## config.mk

```make
export PLATFORM = sky130hd
export DESIGN_NAME = cpu_status_flag_register
export DESIGN_NICKNAME = d
export VERILOG_FILES = /design/src/include/status_pkg.sv /design/src/core/cpu_status_flag_register.sv /design/src/core/status_alu.sv
export SDC_FILE = /design/constraint.sdc
export NUM_CORES = 1
export LEC_CHECK = 0
export ABC_AREA = 1
export BUFFER_PORTS_ARGS = -buffer_cell sky130_fd_sc_hd__buf_4
export CAP_MARGIN = 10
export CELL_PAD_IN_SITES_DETAIL_PLACEMENT = 1
export CELL_PAD_IN_SITES_GLOBAL_PLACEMENT = 1
export CORE_MARGIN = 3
export CORE_UTILIZATION = 34
export CTS_CLUSTER_DIAMETER = 60
export DETAILED_ROUTE_END_ITERATION = 8
export PLACE_DENSITY = 0.86
export SLEW_MARGIN = 20
export SYNTH_ARGS = -nofsm -noshare
export SYNTH_HDL_FRONTEND = slang
export SYNTH_SLANG_ARGS = --single-unit
```

## constraint.sdc

```tcl
create_clock -name clk -period 3.46 [get_ports clk]
set_input_delay 0.346 -clock clk [delete_from_list [all_inputs] [get_ports clk]]
set_output_delay 0.346 -clock clk [all_outputs]
set_load 0.1 [all_outputs]
```

## src/include/status_pkg.sv

```systemverilog
/*
 Constants for the processor status flag register: bit positions,
 reset values, addresses and the operation classes it reacts to.
 Assumes an 8-bit data path and a 9-bit data-memory address.
*/
package status_pkg;
	localparam int DATA_W = 8;
	localparam int ADDR_W = 9;
	localparam int BIT_CARRY = 0;
	localparam int BIT_NIBBLE = 1;
	localparam int BIT_ZERO = 2;
	localparam int BIT_SLEEP = 3;
	localparam int BIT_WDOG = 4;
	localparam int BIT_BANK_LO = 5;
	localparam int BIT_BANK_HI = 6;
	localparam int BIT_IND_HI = 7;
	localparam logic [6:0] STATUS_ADDR_LO = 7'h03;
	localparam logic [7:0] STATUS_ADDR_B0 = 8'h03;
	localparam logic [7:0] STATUS_ADDR_B1 = 8'h83;
	localparam logic [7:0] STATUS_RESET = 8'h18;
	localparam logic [7:0] CLEAR_MASK = 8'h1F;
	typedef enum logic [3:0] {
		OP_NONE = 4'h0,
		OP_ADD = 4'h1,
		OP_SUB = 4'h2,
		OP_LOGIC = 4'h3,
		OP_CLEAR = 4'h4,
		OP_ROT_RIGHT = 4'h5,
		OP_ROT_LEFT = 4'h6,
		OP_MOVE = 4'h7,
		OP_WDOG_CLEAR = 4'h8,
		OP_SLEEP = 4'h9
	} op_class_e;
endpackage

```

## src/core/cpu_status_flag_register.sv

```systemverilog
/*
 Processor status register: arithmetic flags, watchdog and sleep
 status, bank selects, and arbitration of instruction writes against
 hardware flag updates. Assumes the execution unit presents one
 operation per clock with its destination address and write strobe.
*/
`timescale 1ns/100ps
`default_nettype none
// Functional notes
// - Flag-updating ops writing status keep computed flags, not written data.
// - Instruction writes never change watchdog_expired_n or sleep_entered_n.
// - Clear on status zeroes bank bits, sets zero flag, keeps others.
// - Bit set/clear, swap and store ops leave flags to the write.
// - indirect_bank_hi picks banks 2-3 when 1, banks 0-1 when 0.
// - Direct bank bits pick one of four 128-byte banks.
// - Watchdog bit set by power-up, watchdog clear, sleep; cleared on timeout.
// - Sleep bit set by power-up or watchdog clear; cleared by sleep.
// - Zero flag follows whether the result is zero.
// - Nibble flag is carry from bit 3, inverted borrow on subtract.
// - Carry flag is carry out of msb, inverted borrow on subtract.
// - Subtraction adds the two's complement of the second operand.
// - Rotates go through carry, loading low or high source bit.
// - Status register is seen at addresses 03h, 83h, 103h and 183h.
module cpu_status_flag_register
	import status_pkg::*;
(
	// Clock and reset
	input  wire logic                     clk,
	input  wire logic                     arst_n,
	// Operation from execution unit
	input  wire status_pkg::op_class_e    op,
	input  wire logic [status_pkg::DATA_W-1:0] opnd_a,
	input  wire logic [status_pkg::DATA_W-1:0] opnd_b,
	input  wire logic                     dest_wr,
	input  wire logic [status_pkg::ADDR_W-1:0] dest_addr,
	input  wire logic [status_pkg::DATA_W-1:0] store_data,
	// Hardware events
	input  wire logic                     watchdog_timeout,
	// Addressing requests
	input  wire logic [6:0]               direct_offset,
	input  wire logic [status_pkg::DATA_W-1:0] indirect_ptr,
	// Outputs
	output logic [status_pkg::DATA_W-1:0] cpu_status,
	output logic [status_pkg::ADDR_W-1:0] direct_addr,
	output logic [status_pkg::ADDR_W-1:0] indirect_addr,
	output logic [status_pkg::DATA_W-1:0] alu_result
);
	import status_pkg::*;

	function automatic logic is_status(input logic [ADDR_W-1:0] a);
		// Mirrored in every bank, low seven bits decide
		return a[6:0] == STATUS_ADDR_LO;
	endfunction

	function automatic logic sets_flags(input op_class_e o);
		return o inside {OP_ADD, OP_SUB, OP_LOGIC, OP_CLEAR,
			OP_ROT_RIGHT, OP_ROT_LEFT};
	endfunction

	logic [DATA_W-1:0] status_reg, status_next;
	logic [ADDR_W-1:0] daddr_reg, daddr_next;
	logic [ADDR_W-1:0] iaddr_reg, iaddr_next;
	logic [DATA_W-1:0] res_reg, res_next;
	logic [DATA_W-1:0] res_c;
	logic              z_c, dc_c, c_c, wr_status;

	status_alu u_alu (
		.op        (op),
		.opnd_a    (opnd_a),
		.opnd_b    (opnd_b),
		.carry_in  (status_reg[BIT_CARRY]),
		.result    (res_c),
		.zero      (z_c),
		.nibble_cy (dc_c),
		.carry_out (c_c)
	);

	always_comb begin
		status_next = status_reg;
		wr_status = dest_wr && is_status(dest_addr);
		res_next = (op == OP_MOVE) ? store_data : res_c;
		if (wr_status) begin
			// Writable bits take the result; flags masked below
			status_next[BIT_IND_HI] = res_next[BIT_IND_HI];
			status_next[BIT_BANK_HI] = res_next[BIT_BANK_HI];
			status_next[BIT_BANK_LO] = res_next[BIT_BANK_LO];
			if (!sets_flags(op)) begin
				status_next[BIT_ZERO] = res_next[BIT_ZERO];
				status_next[BIT_NIBBLE] = res_next[BIT_NIBBLE];
				status_next[BIT_CARRY] = res_next[BIT_CARRY];
			end
		end
		// Hardware flag updates win over the written value
		if (sets_flags(op)) begin
			status_next[BIT_ZERO] = z_c;
			if (op == OP_ADD || op == OP_SUB) begin
				status_next[BIT_NIBBLE] = dc_c;
				status_next[BIT_CARRY] = c_c;
			end
			if (op == OP_ROT_RIGHT || op == OP_ROT_LEFT)
				status_next[BIT_CARRY] = c_c;
			if (op == OP_CLEAR && wr_status)
				status_next = (status_reg & CLEAR_MASK)
					| (8'h01 << BIT_ZERO);
		end
		// Status bits: only events, never writes
		if (op == OP_WDOG_CLEAR) begin
			status_next[BIT_WDOG] = 1'b1;
			status_next[BIT_SLEEP] = 1'b1;
		end else if (op == OP_SLEEP) begin
			status_next[BIT_WDOG] = 1'b1;
			status_next[BIT_SLEEP] = 1'b0;
		end else begin
			status_next[BIT_WDOG] = status_reg[BIT_WDOG];
			status_next[BIT_SLEEP] = status_reg[BIT_SLEEP];
		end
		if (watchdog_timeout)
			status_next[BIT_WDOG] = 1'b0;
		// Bank selection on next-state so it follows the latest write
		daddr_next = {status_next[BIT_BANK_HI], status_next[BIT_BANK_LO],
			direct_offset};
		iaddr_next = {status_next[BIT_IND_HI], indirect_ptr};
	end

	always_ff @(posedge clk or negedge arst_n) begin
		if (!arst_n) begin
			status_reg <= STATUS_RESET;
			daddr_reg <= '0;
			iaddr_reg <= '0;
			res_reg <= '0;
		end else begin
			status_reg <= status_next;
			daddr_reg <= daddr_next;
			iaddr_reg <= iaddr_next;
			res_reg <= res_next;
		end
	end

	assign cpu_status = status_reg;
	assign direct_addr = daddr_reg;
	assign indirect_addr = iaddr_reg;
	assign alu_result = res_reg;

	a_write_no_status: assert property (@(posedge clk) disable iff (!arst_n)
		(op == OP_MOVE && !watchdog_timeout) |=>
		cpu_status[4:3] == $past(cpu_status[4:3]))
		else $error("status bits changed by write");
	a_clear_status: assert property (@(posedge clk) disable iff (!arst_n)
		(op == OP_CLEAR && dest_wr && dest_addr[6:0] == 7'h03
		&& !watchdog_timeout) |=> cpu_status[7:5] == 3'h0
		&& cpu_status[2] && cpu_status[1:0] == $past(cpu_status[1:0]))
		else $error("clear of status wrong");
	a_flags_win: assert property (@(posedge clk) disable iff (!arst_n)
		(op == OP_ADD) |=> cpu_status[2] == (alu_result == 8'h00))
		else $error("zero flag mismatch");
	a_move_flags: assert property (@(posedge clk) disable iff (!arst_n)
		(op == OP_MOVE && dest_wr && dest_addr[6:0] == 7'h03) |=>
		cpu_status[2:0] == $past(store_data[2:0]))
		else $error("move did not store flags");
	a_indirect_bank: assert property (@(posedge clk) disable iff (!arst_n)
		indirect_addr[8] == cpu_status[7])
		else $error("indirect bank mismatch");
	a_direct_bank: assert property (@(posedge clk) disable iff (!arst_n)
		direct_addr[8:7] == cpu_status[6:5])
		else $error("direct bank mismatch");
	a_wdog_timeout: assert property (@(posedge clk) disable iff (!arst_n)
		watchdog_timeout |=> !cpu_status[4])
		else $error("timeout not recorded");
	a_sleep_entry: assert property (@(posedge clk) disable iff (!arst_n)
		(op == OP_SLEEP) |=> !cpu_status[3])
		else $error("sleep not recorded");
	a_sub_borrow: assert property (@(posedge clk) disable iff (!arst_n)
		(op == OP_SUB) |=> cpu_status[0] == ($past(opnd_a) >= $past(opnd_b)))
		else $error("subtract carry wrong");
	a_rotate_left: assert property (@(posedge clk) disable iff (!arst_n)
		(op == OP_ROT_LEFT) |=> cpu_status[0] == $past(opnd_a[7])
		&& alu_result[0] == $past(cpu_status[0]))
		else $error("rotate left wrong");
endmodule // cpu_status_flag_register
`default_nettype wire

```

## src/core/status_alu.sv

```systemverilog
/*
 Flag-producing arithmetic for the status register: add, subtract by
 two's complement, rotate through carry, logic result zero test.
 Assumes operands valid in the same cycle as the operation class.
*/
`timescale 1ns/100ps
`default_nettype none
module status_alu
	import status_pkg::*;
(
	// Operation
	input  wire op_class_e            op,
	input  wire logic [DATA_W-1:0]    opnd_a,
	input  wire logic [DATA_W-1:0]    opnd_b,
	input  wire logic                 carry_in,
	// Results
	output logic      [DATA_W-1:0]    result,
	output logic                      zero,
	output logic                      nibble_cy,
	output logic                      carry_out
);
	logic [DATA_W:0] sum;
	logic [4:0]      low_sum;
	logic [DATA_W-1:0] b_eff;
	logic            sub_in;

	always_comb begin
		sub_in = (op == OP_SUB);
		// Subtract adds complement plus one; carries become not-borrow
		b_eff = sub_in ? ~opnd_b : opnd_b;
		sum = {1'b0, opnd_a} + {1'b0, b_eff} + {{DATA_W{1'b0}}, sub_in};
		low_sum = {1'b0, opnd_a[3:0]} + {1'b0, b_eff[3:0]}
			+ {4'h0, sub_in};
		result = sum[DATA_W-1:0];
		nibble_cy = low_sum[4];
		carry_out = sum[DATA_W];
		unique case (op)
			OP_ROT_RIGHT: begin
				result = {carry_in, opnd_a[DATA_W-1:1]};
				carry_out = opnd_a[0];
			end
			OP_ROT_LEFT: begin
				result = {opnd_a[DATA_W-2:0], carry_in};
				carry_out = opnd_a[DATA_W-1];
			end
			OP_LOGIC: result = opnd_a;
			OP_CLEAR: result = '0;
			default: ;
		endcase
		zero = (result == '0);
	end
endmodule // status_alu
`default_nettype wire

```

==> results.cfg, run 1 <==
[place]
dpl_worst_slack_ns = 0.6971
io_buffers = 87
place_congestion = 0.8259
placed_cell_area_sq_um = 2581
dp.cells = 396
post-dp-hpwl_um = 4888

[routing]
drc = 0
vias = 1942
first_pass_iters = 4
wire_per_inst_um = 15.18
postRouteAntennaNets = 0
drt_iter0_drc = 57
vias_per_cell = 4.795
drt_wl_total_um = 6148

[flow_run]
maxCapViolations = 0

[synthesis]
synth_edf_count = 0
synthTopCellsByArea = dfrtp_1, nand2_1, inv_1, ha_1, nor2_1
syn_avg_cell_area_sq_um = 7.687
synth_nets = 309
yosysTopAreaCellShare_pct = 38.69
synth.cell_area_sq_um = 1876
ys_seq_elements = 31
synth-async-reset-ratio_pct = 100.0
netlist-cell-type-count = 35
synth_ff_type = dfrtp_1
yosys.area.top_type = dfrtp_1
ys_seq_area_share_pct = 41.49
synth_cells = 244
synth_warnings = 0

[clock_tree]
cts_tree = built
clockBufferDepth = 2
clk_pin_slew_ns = 0.06
cts_buffers = 5
cts_root_buffer = clkbuf_8
cts_resized = 0
ctsHtreeMaxLevel = 2
cts.sinks = 31
worst_skew_pair.late_latency_ns = 0.28

[worst_setup_path]
ff2ff_setup_slack_ns = 2.12
worstPathCellList = buf_4 > nor2_1 > nand2_2 > xnor2_1 > ha_1 > nand2_1 > nand2_1 > inv_1 > nor2_1 > nor2_1 > nand2_1 > nand2_1 > nand2_1 > nand2_1 > nand2_1 > a21oi_1 > nand2_1 > nand3_1 > nand2_1
slowest_delay_ns = 0.34
rr_startpoint = cpu_status[0]$_DFFE_PN0P_
timing.critical_path.mode_cell = nand2_1
r2r-end = cpu_status[2]$_DFFE_PN0P_
startpoint_type = primary input
cp.required_ns = 3.62
slowest_stage = ha_1
critPathMaxFanout = 8
crit_type = in2reg
worstSetupEndpointType = flop
reg2reg_depth = 9
crit_arrival_ns = 2.67

[timing]
period_share_pct = 72.38
setup_slack_ns = 0.9556
skew_ns = 0.001094
worst_slew_pin_slew_ns = 0.3799
slew_headroom_pct = 74.68
setup_viol = 0
fmax_mhz = 399.3
slew_viol_final = 0
rsz0062_at_grt = no
fin_tns_setup_ns = 0
fin_crit_ns = 2.504
finalHoldViolations = 0
fin_hold_ws_ns = 0.1730

[power]
powerDensity_nw_per_um2 = 509.7
pwr-share-comb_pct = 46.7
p_int_mw = 0.7421
seqPwrFrac_pct = 30.9
sw_frac_of_total_pct = 45.91
irDropWorstVdd_uv = 259.1
power_switching_mw = 0.6298
p_clk_share_pct = 22.4
power_leakage_nw = 1.447
finalPower_mw = 1.372

[global_route]
antenna_found_initial = 0
grt_usage_pct = 19.78
grt_pass1_vias = 2060
grt_pass1_wl_um = 9887
grt_max_degree = 32
gr-total-overflow = 0

[die]
io_pins = 90
start_util_pct = 36.03
core_area_sq_um = 5205
rows = 26
chipHeight_um = 80.27
dieArea_sq_um = 6443
die_w_um = 80.27

[min_path]
hp-class = in2reg
hold_end = direct_addr[5]$_DFF_PN0_
holdPathStages = 1
hp-start = direct_offset[5]

[layout]
fin_area_sq_um = 2691
num_antenna_cells = 0
stdcell_count = 405
drive_above_1_share_pct = 33.43
nNetsFinal = 399
final_core_util_pct = 51.71
area_delta_synth_final_pct = 43.50
mostFrequentLayoutCell = buf_4
final_cell_mix = buf_4, nand2_1, inv_1

[outcome]
status = finished clean
==> sequential cells by signal, indices dropped and copies added (netlist names) <==
signal         flops
indirect_addr      8
direct_addr        8
cpu_status         7
alu_result         8
==> logic make-up after synthesis <==
group | after synthesis | share of synthesized area, %
AOI/OAI and AO/OA | 32 | 10.47
DFF | 31 | 41.49
buffers and inverters | 39 | 8.806
muxes | 1 | 0.5337
adders and majority gates | 9 | 6.405
xor gates and xnor gates | 9 | 4.203
and+or+nand+nor | 123 | 28.09
==> power by group through the flow <==
stage | clock (mW) | combinational [mW] | sequential, mW
floorplan | 0 | 0.194 | 0.699
global placement | 0 | 0.626 | 0.425
detailed placement | 0 | 0.637 | 0.430
CTS | 0.309 | 0.642 | 0.424
global route | 0.329 | 0.679 | 0.427
finish | 0.307 | 0.641 | 0.424
==> routing by layer <==
layer	global-route usage (%)	wire length (um)
met5	0	0
met1	21.52	2420
met3	4.036	458
met2	38.08	3203
met4	5.574	65
==> what timing repair did <==
action                    in CTS  in global routing
buffers inserted               0                  0
hold endpoints to repair      19                  0
hold buffers                   1                  0
==> final cells by class <==
| type | count | area [sq um] |
|---|---|---|
| multi-input cells | 174 | 932.1 |
| repair buffers | 88 | 663.1 |
| well taps | 70 | 87.58 |
| clock buffers | 8 | 100.1 |
| inverters | 34 | 130.1 |
| fillers | 659 | 2514 |
| flip-flops and latches | 31 | 778.2 |
==> synthesized netlist by cell type, drive strengths merged (2+ instances only) <==
| cell type | n |
|---|---|
| xor2 | 2 |
| a31oi | 3 |
| inv | 34 |
| o21ai | 10 |
| dfstp | 2 |
| ha | 8 |
| nand4 | 2 |
| dfrtp | 29 |
| nand2 | 75 |
| buf | 5 |
| a21oi | 9 |
| o22ai | 3 |
| nand3 | 15 |
| nor2 | 27 |
| or2 | 2 |
| xnor2 | 7 |
==> how the worst max path moves through the flow <==
stage / startpoint / to / slack, ns
floorplan: op[3] / cpu_status[7]$_DFF_PN0_ / 1.19
global placement: op[3] / cpu_status[7]$_DFF_PN0_ / 0.76
detailed placement: op[3] / cpu_status[7]$_DFF_PN0_ / 0.70
CTS: op[3] / cpu_status[7]$_DFF_PN0_ / 0.95
global route: op[3] / cpu_status[7]$_DFF_PN0_ / 0.62
finish: op[3] / cpu_status[7]$_DFF_PN0_ / 0.96
==> critical path, delay by kind of cell <==
family	cells	cell delay [ns]
and+or+nand+nor	14	1.36
adders and majority gates	1	0.34
buffers and inverters	2	0.20
xor gates and xnor gates	1	0.19
AOI/OAI and AO/OA	1	0.25
(Power assumes the default switching activity.)
==> inputs of run 2 (changes only) <==
Settings changed: CORE_UTILIZATION 34 to 32, PLACE_DENSITY 0.86 to 0.82.
Clock period 3.46 ns to 2.5 ns, I/O delays scaled along.
==> run 2 against run 1 <==
Final cell count increased by 0.99%. Clock skew increased by 0.0035 ns. Utilization decreased by 3.1 points. Flip-flop and latch count unchanged. Power increased by 35%. Critical endpoint is now cpu_status[2]$_DFFE_PN0P_. First-iteration DRC count increased by 46%. Die area increased by 5.8%. Critical path type unchanged. Routed wire length decreased by 1.3%.
==> results.cfg, run 2 (synthesis gave the netlist of run 1 again) <==
[power]
p_int_mw = 0.9951
irDropWorstVdd_uv = 396.3
p_clk_share_pct = 20.7
seqPwrFrac_pct = 31.5
power_switching_mw = 0.8570
pwr-share-comb_pct = 47.8
power_leakage_nw = 1.457
sw_frac_of_total_pct = 46.27
powerDensity_nw_per_um2 = 684.0
finalPower_mw = 1.852

[routing]
vias_per_cell = 4.785
vias = 1957
drc = 0
first_pass_iters = 4
postRouteAntennaNets = 0
drt_iter0_drc = 83
drt_wl_total_um = 6071
wire_per_inst_um = 14.84

[worst_setup_path]
cp.required_ns = 2.71
r2r-end = cpu_status[2]$_DFFE_PN0P_
rr_startpoint = cpu_status[0]$_DFFE_PN0P_
worstSetupEndpointType = flop
crit_arrival_ns = 2.43
critPathMaxFanout = 5
ff2ff_setup_slack_ns = 1.17
critPathLaunch = op[0]
crit_type = in2reg
reg2reg_depth = 9
startpoint_type = primary input
crit_path_end = cpu_status[2]$_DFFE_PN0P_

[global_route]
gr-total-overflow = 0
grtUsageMet3_pct = 3.579
grt_busiest_layer = met2
antenna_found_initial = 0
grt_max_degree = 32
grtUsageMet2_pct = 33.49
grt_pass1_wl_um = 9252
grt_pass1_vias = 1956
grt_use_met1_pct = 20.13
grt_usage_pct = 17.95

[clock_tree]
clockBufferDepth = 2
post_cts_buffers = 0
worst_skew_pair.late_latency_ns = 0.28
cts_root_buffer = clkbuf_8
cts.sinks = 31
cts_tree = built
cts_buffers = 5
clk_pin_slew_ns = 0.06
ctsHtreeMaxLevel = 2

[layout]
area_delta_synth_final_pct = 44.36
stdcell_count = 409
mostFrequentLayoutCell = buf_4
num_antenna_cells = 0
fill_cells = 727
nNetsFinal = 402
final_cell_mix = buf_4, nand2_1, inv_1
fin_area_sq_um = 2708
drive_above_1_share_pct = 34.42
final_core_util_pct = 48.57

[timing]
setup_slack_ns = 0.2876
fin_crit_ns = 2.212
worst_slew_pin_slew_ns = 0.3777
slew_viol_final = 0
finalHoldViolations = 0
slew_headroom_pct = 74.79
setup_viol = 0
skew_ns = 0.004611
fin_tns_setup_ns = 0
fmax_mhz = 452.0
rsz0062_at_grt = no
fin_hold_ws_ns = 0.07759
period_share_pct = 88.49

[die]
rows = 27
chipHeight_um = 82.56
die_w_um = 82.56
core_area_sq_um = 5574
dieArea_sq_um = 6815
start_util_pct = 33.65
io_pins = 90

[place]
dpl_worst_slack_ns = -0.005186
placed_cell_area_sq_um = 2606
post-dp-hpwl_um = 5114
place_congestion = 0.7904
io_buffers = 87
dp.cells = 401

[flow_run]
maxCapViolations = 0

[min_path]
hp-class = in2reg
hp-start = direct_offset[5]

[outcome]
status = finished clean
==> run 2: critical path, stage by stage <==
cell and delay (ns):
buf_4 0.13, nor2_2 0.18, nand2_2 0.15, buf_4 0.20
xnor2_1 0.14, ha_1 0.35, nand2_1 0.07, inv_1 0.07
nand3_1 0.10, nand3_1 0.09, nand2_1 0.07, nand3_1 0.10
nand2_1 0.07, nor2_1 0.10, nand3_1 0.08, nor2_1 0.10
nand3_1 0.08, nand3_1 0.09
==> run 2: worst min-delay path by stage <==
stage	end	slack, ns	depth (start not counted)
floorplan	alu_result[0]$_DFF_PN0_	-0.05	0
global route	indirect_addr[5]$_DFF_PN0_	0.06	1
detailed placement	indirect_addr[7]$_DFF_PN0_	0.19	1
CTS	indirect_addr[5]$_DFF_PN0_	0.07	1
global placement	alu_result[6]$_DFF_PN0_	0.19	1
finish	direct_addr[5]$_DFF_PN0_	0.08	1
==> run 2: layer usage <==
metal	vias to the layer above	share of wire, %	routed length [um]
met2	78	50	3058
met4	0	1.6	97
li1	956	-	-
met5	-	0	0
met1	914	40	2402
met3	9	8.5	513
==> run 2: timing repair <==
item                                    in CTS  in global routing
resized for setup                            0                  1
hold endpoints to repair                    29                  0
hold buffers                                 1                  0
endpoints found under the setup margin       0                  1
==> run 2: cell type report <==
class / instances / area [sq um] / area share (%)
multi-input combinational: 174 / 935.9 / 34.57
sequential: 31 / 778.2 / 28.74
timing repair buffer: 91 / 685.7 / 25.32
inverter: 34 / 130.1 / 4.806
tap: 72 / 90.09 / 3.327
clock buffer: 6 / 82.58 / 3.050
clock inverter: 1 / 5.005 / 0.1848
==> run 2: power groups by stage <==
stage | clock, mW | combinational (mW) | sequential, mW
after global placement | 0 | 0.869 | 0.589
after CTS | 0.394 | 0.890 | 0.584
after global routing | 0.417 | 0.940 | 0.589
after floorplan | 0 | 0.269 | 0.967
final | 0.383 | 0.885 | 0.584
after detailed placement | 0 | 0.885 | 0.594
==> inputs of run 3 (changes only) <==
Settings changed: SETUP_SLACK_MARGIN set to 0.3.
==> run 3 against run 2 <==
First-iteration DRC count is 6.0% lower. Global-route usage hardly changed. Clock power hardly changed. Count of clock-buffer cells in the layout stayed put. Maximum frequency is 5.9% higher. Highest routed layer unchanged.
==> results.cfg, run 3 (synthesis gave the netlist of run 1 again) <==
[outcome]
status = finished clean

[timing]
slew_viol_final = 0
fmax_mhz = 478.6
worst_slew_pin_slew_ns = 0.3769
slew_headroom_pct = 74.84
fin_hold_ws_ns = 0.07731
setup_viol = 0
setup_slack_ns = 0.4107
rsz0062_at_grt = no
skew_ns = 0.003811
period_share_pct = 83.57
finalHoldViolations = 0
fin_crit_ns = 2.089

[place]
placed_cell_area_sq_um = 2606
place_congestion = 0.7904
post-dp-hpwl_um = 5114
io_buffers = 87
dpl_worst_slack_ns = -0.005186

[routing]
first_pass_iters = 4
drt_iter0_drc = 78
drc = 0
postRouteAntennaNets = 0
vias = 1988
vias_per_cell = 4.779
wire_per_inst_um = 14.84
drt_wl_total_um = 6175

[die]
rows = 27
die_w_um = 82.56
core_area_sq_um = 5574
io_pins = 90
dieArea_sq_um = 6815
chipHeight_um = 82.56
start_util_pct = 33.65

[clock_tree]
cts_tree = built
clk_pin_slew_ns = 0.06
worst_skew_pair.late_latency_ns = 0.28
ctsHtreeMaxLevel = 2
cts_root_buffer = clkbuf_8
clockBufferDepth = 2
cts_buffers = 5
cts.sinks = 31

[worst_setup_path]
critPathMaxFanout = 5
crit_buf_inv = 4
cp_num_cells = 19
slowest_delay_ns = 0.35
crit_type = in2reg
critPathLaunch = op[1]
reg2reg_depth = 9
r2r-end = cpu_status[2]$_DFFE_PN0P_
ff2ff_setup_slack_ns = 1.17
startpoint_type = primary input
crit_family = simple AND/OR/NAND/NOR gates
timing.critical_path.mode_cell = nand2_1
worstPathCellList = buf_6 > inv_4 > nor2_4 > nand2_4 > xnor2_2 > ha_1 > buf_4 > nand2_1 > inv_1 > nand2_1 > nand2_1 > xor2_1 > nand2_1 > nand2_1 > nor2_1 > nand3_1 > nor2_1 > nand3_1 > nand3_1
cp.required_ns = 2.71
worstSetupEndpointType = flop
rr_startpoint = cpu_status[0]$_DFFE_PN0P_
crit_arrival_ns = 2.30
crit_path_end = cpu_status[2]$_DFFE_PN0P_
slowest_stage = ha_1

[layout]
nNetsFinal = 409
area_delta_synth_final_pct = 49.97
num_antenna_cells = 0
fin_area_sq_um = 2813
final_cell_mix = buf_4, nand2_1, inv_1
mostFrequentLayoutCell = buf_4
fill_cells = 726
drive_above_1_share_pct = 38.95

[global_route]
antenna_found_initial = 0
gr-total-overflow = 0
grt_pass1_vias = 1957
grt_max_degree = 32
grt_usage_pct = 17.99
grt_pass1_wl_um = 9280

[min_path]
hp-class = in2reg

[power]
irDropWorstVdd_uv = 396.5
power_leakage_nw = 1.513
powerDensity_nw_per_um2 = 670.8

[flow_run]
maxCapViolations = 0
-- run 3: cell count changes in the layout (fill, tap and decap cells not counted), sizes merged --
| cell | delta |
|---|---|
| buf | +7 |
-- run 3: how the worst min path moves through the flow --
stage                     startpoint                    endpoint  slack [ns]  depth (start not counted)
floorplan                     arst_n     alu_result[0]$_DFF_PN0_       -0.05                          0
global placement              arst_n     alu_result[6]$_DFF_PN0_        0.19                          1
detailed placement            arst_n  indirect_addr[7]$_DFF_PN0_        0.19                          1
CTS                  indirect_ptr[5]  indirect_addr[5]$_DFF_PN0_        0.07                          1
finish              direct_offset[5]    direct_addr[5]$_DFF_PN0_        0.08                          1
global route         indirect_ptr[5]  indirect_addr[5]$_DFF_PN0_        0.06                          1
-- run 3: per-stage QoR --
stage / total power [mW] / util, % / cells / TNS (ns)
2_1_floorplan: 1.236 / - / 244 / 0
3_3_place_gp: 1.458 / 46.76 / 401 / 0
3_5_place_dp: 1.479 / 46.76 / 401 / -0.005186
4_1_cts: 1.876 / 48.84 / 411 / 0
5_1_grt: 1.983 / 50.46 / 416 / 0
6_report: 1.887 / 50.46 / 416 / 0
-- run 3: cell type report --
class | count | area (sq um) | share of cell area, %
Clock inverter | 1 | 5.005 | 0.1779
Sequential cell | 31 | 778.2 | 27.67
Timing Repair Buffer | 98 | 742.0 | 26.38
Clock buffer | 6 | 82.58 | 2.936
Inverter | 34 | 132.6 | 4.715
Tap cell | 72 | 90.09 | 3.203
Multi-Input combinational cell | 174 | 982.2 | 34.92
-- run 3: worst register-to-register path: cells and delay by family, from the launching register on --
kind	cells	cell delay, ns
buffers and inverters	1	0.08
AND/OR/NAND/NOR	6	0.55
flip-flops	1	0.40
AO/OA/AOI/OAI	2	0.23
-- run 3: report_power, final --
group	switching, mW	leakage [nW]	internal, mW	total (mW)
clock network	0.168	0.0470	0.215	0.383
registers	0.0242	0.369	0.559	0.583
logic	0.678	1.10	0.242	0.921
total	0.870	1.51	1.02	1.89
-- run 3: repair_timing --
action | in CTS | in global routing
gates resized for setup | 1 | 16
hold endpoints to repair | 29 | 0
hold buffers | 1 | 0
setup endpoints to repair | 2 | 6
pin swaps | 1 | 14
buffers inserted | 2 | 5
-- run 3: metal layers --
metal	part of all wire (%)	global-route usage, %
met3	8.3	3.579
met2	52	33.65
met4	1.6	6.046
met1	38	20.13
met5	0	0
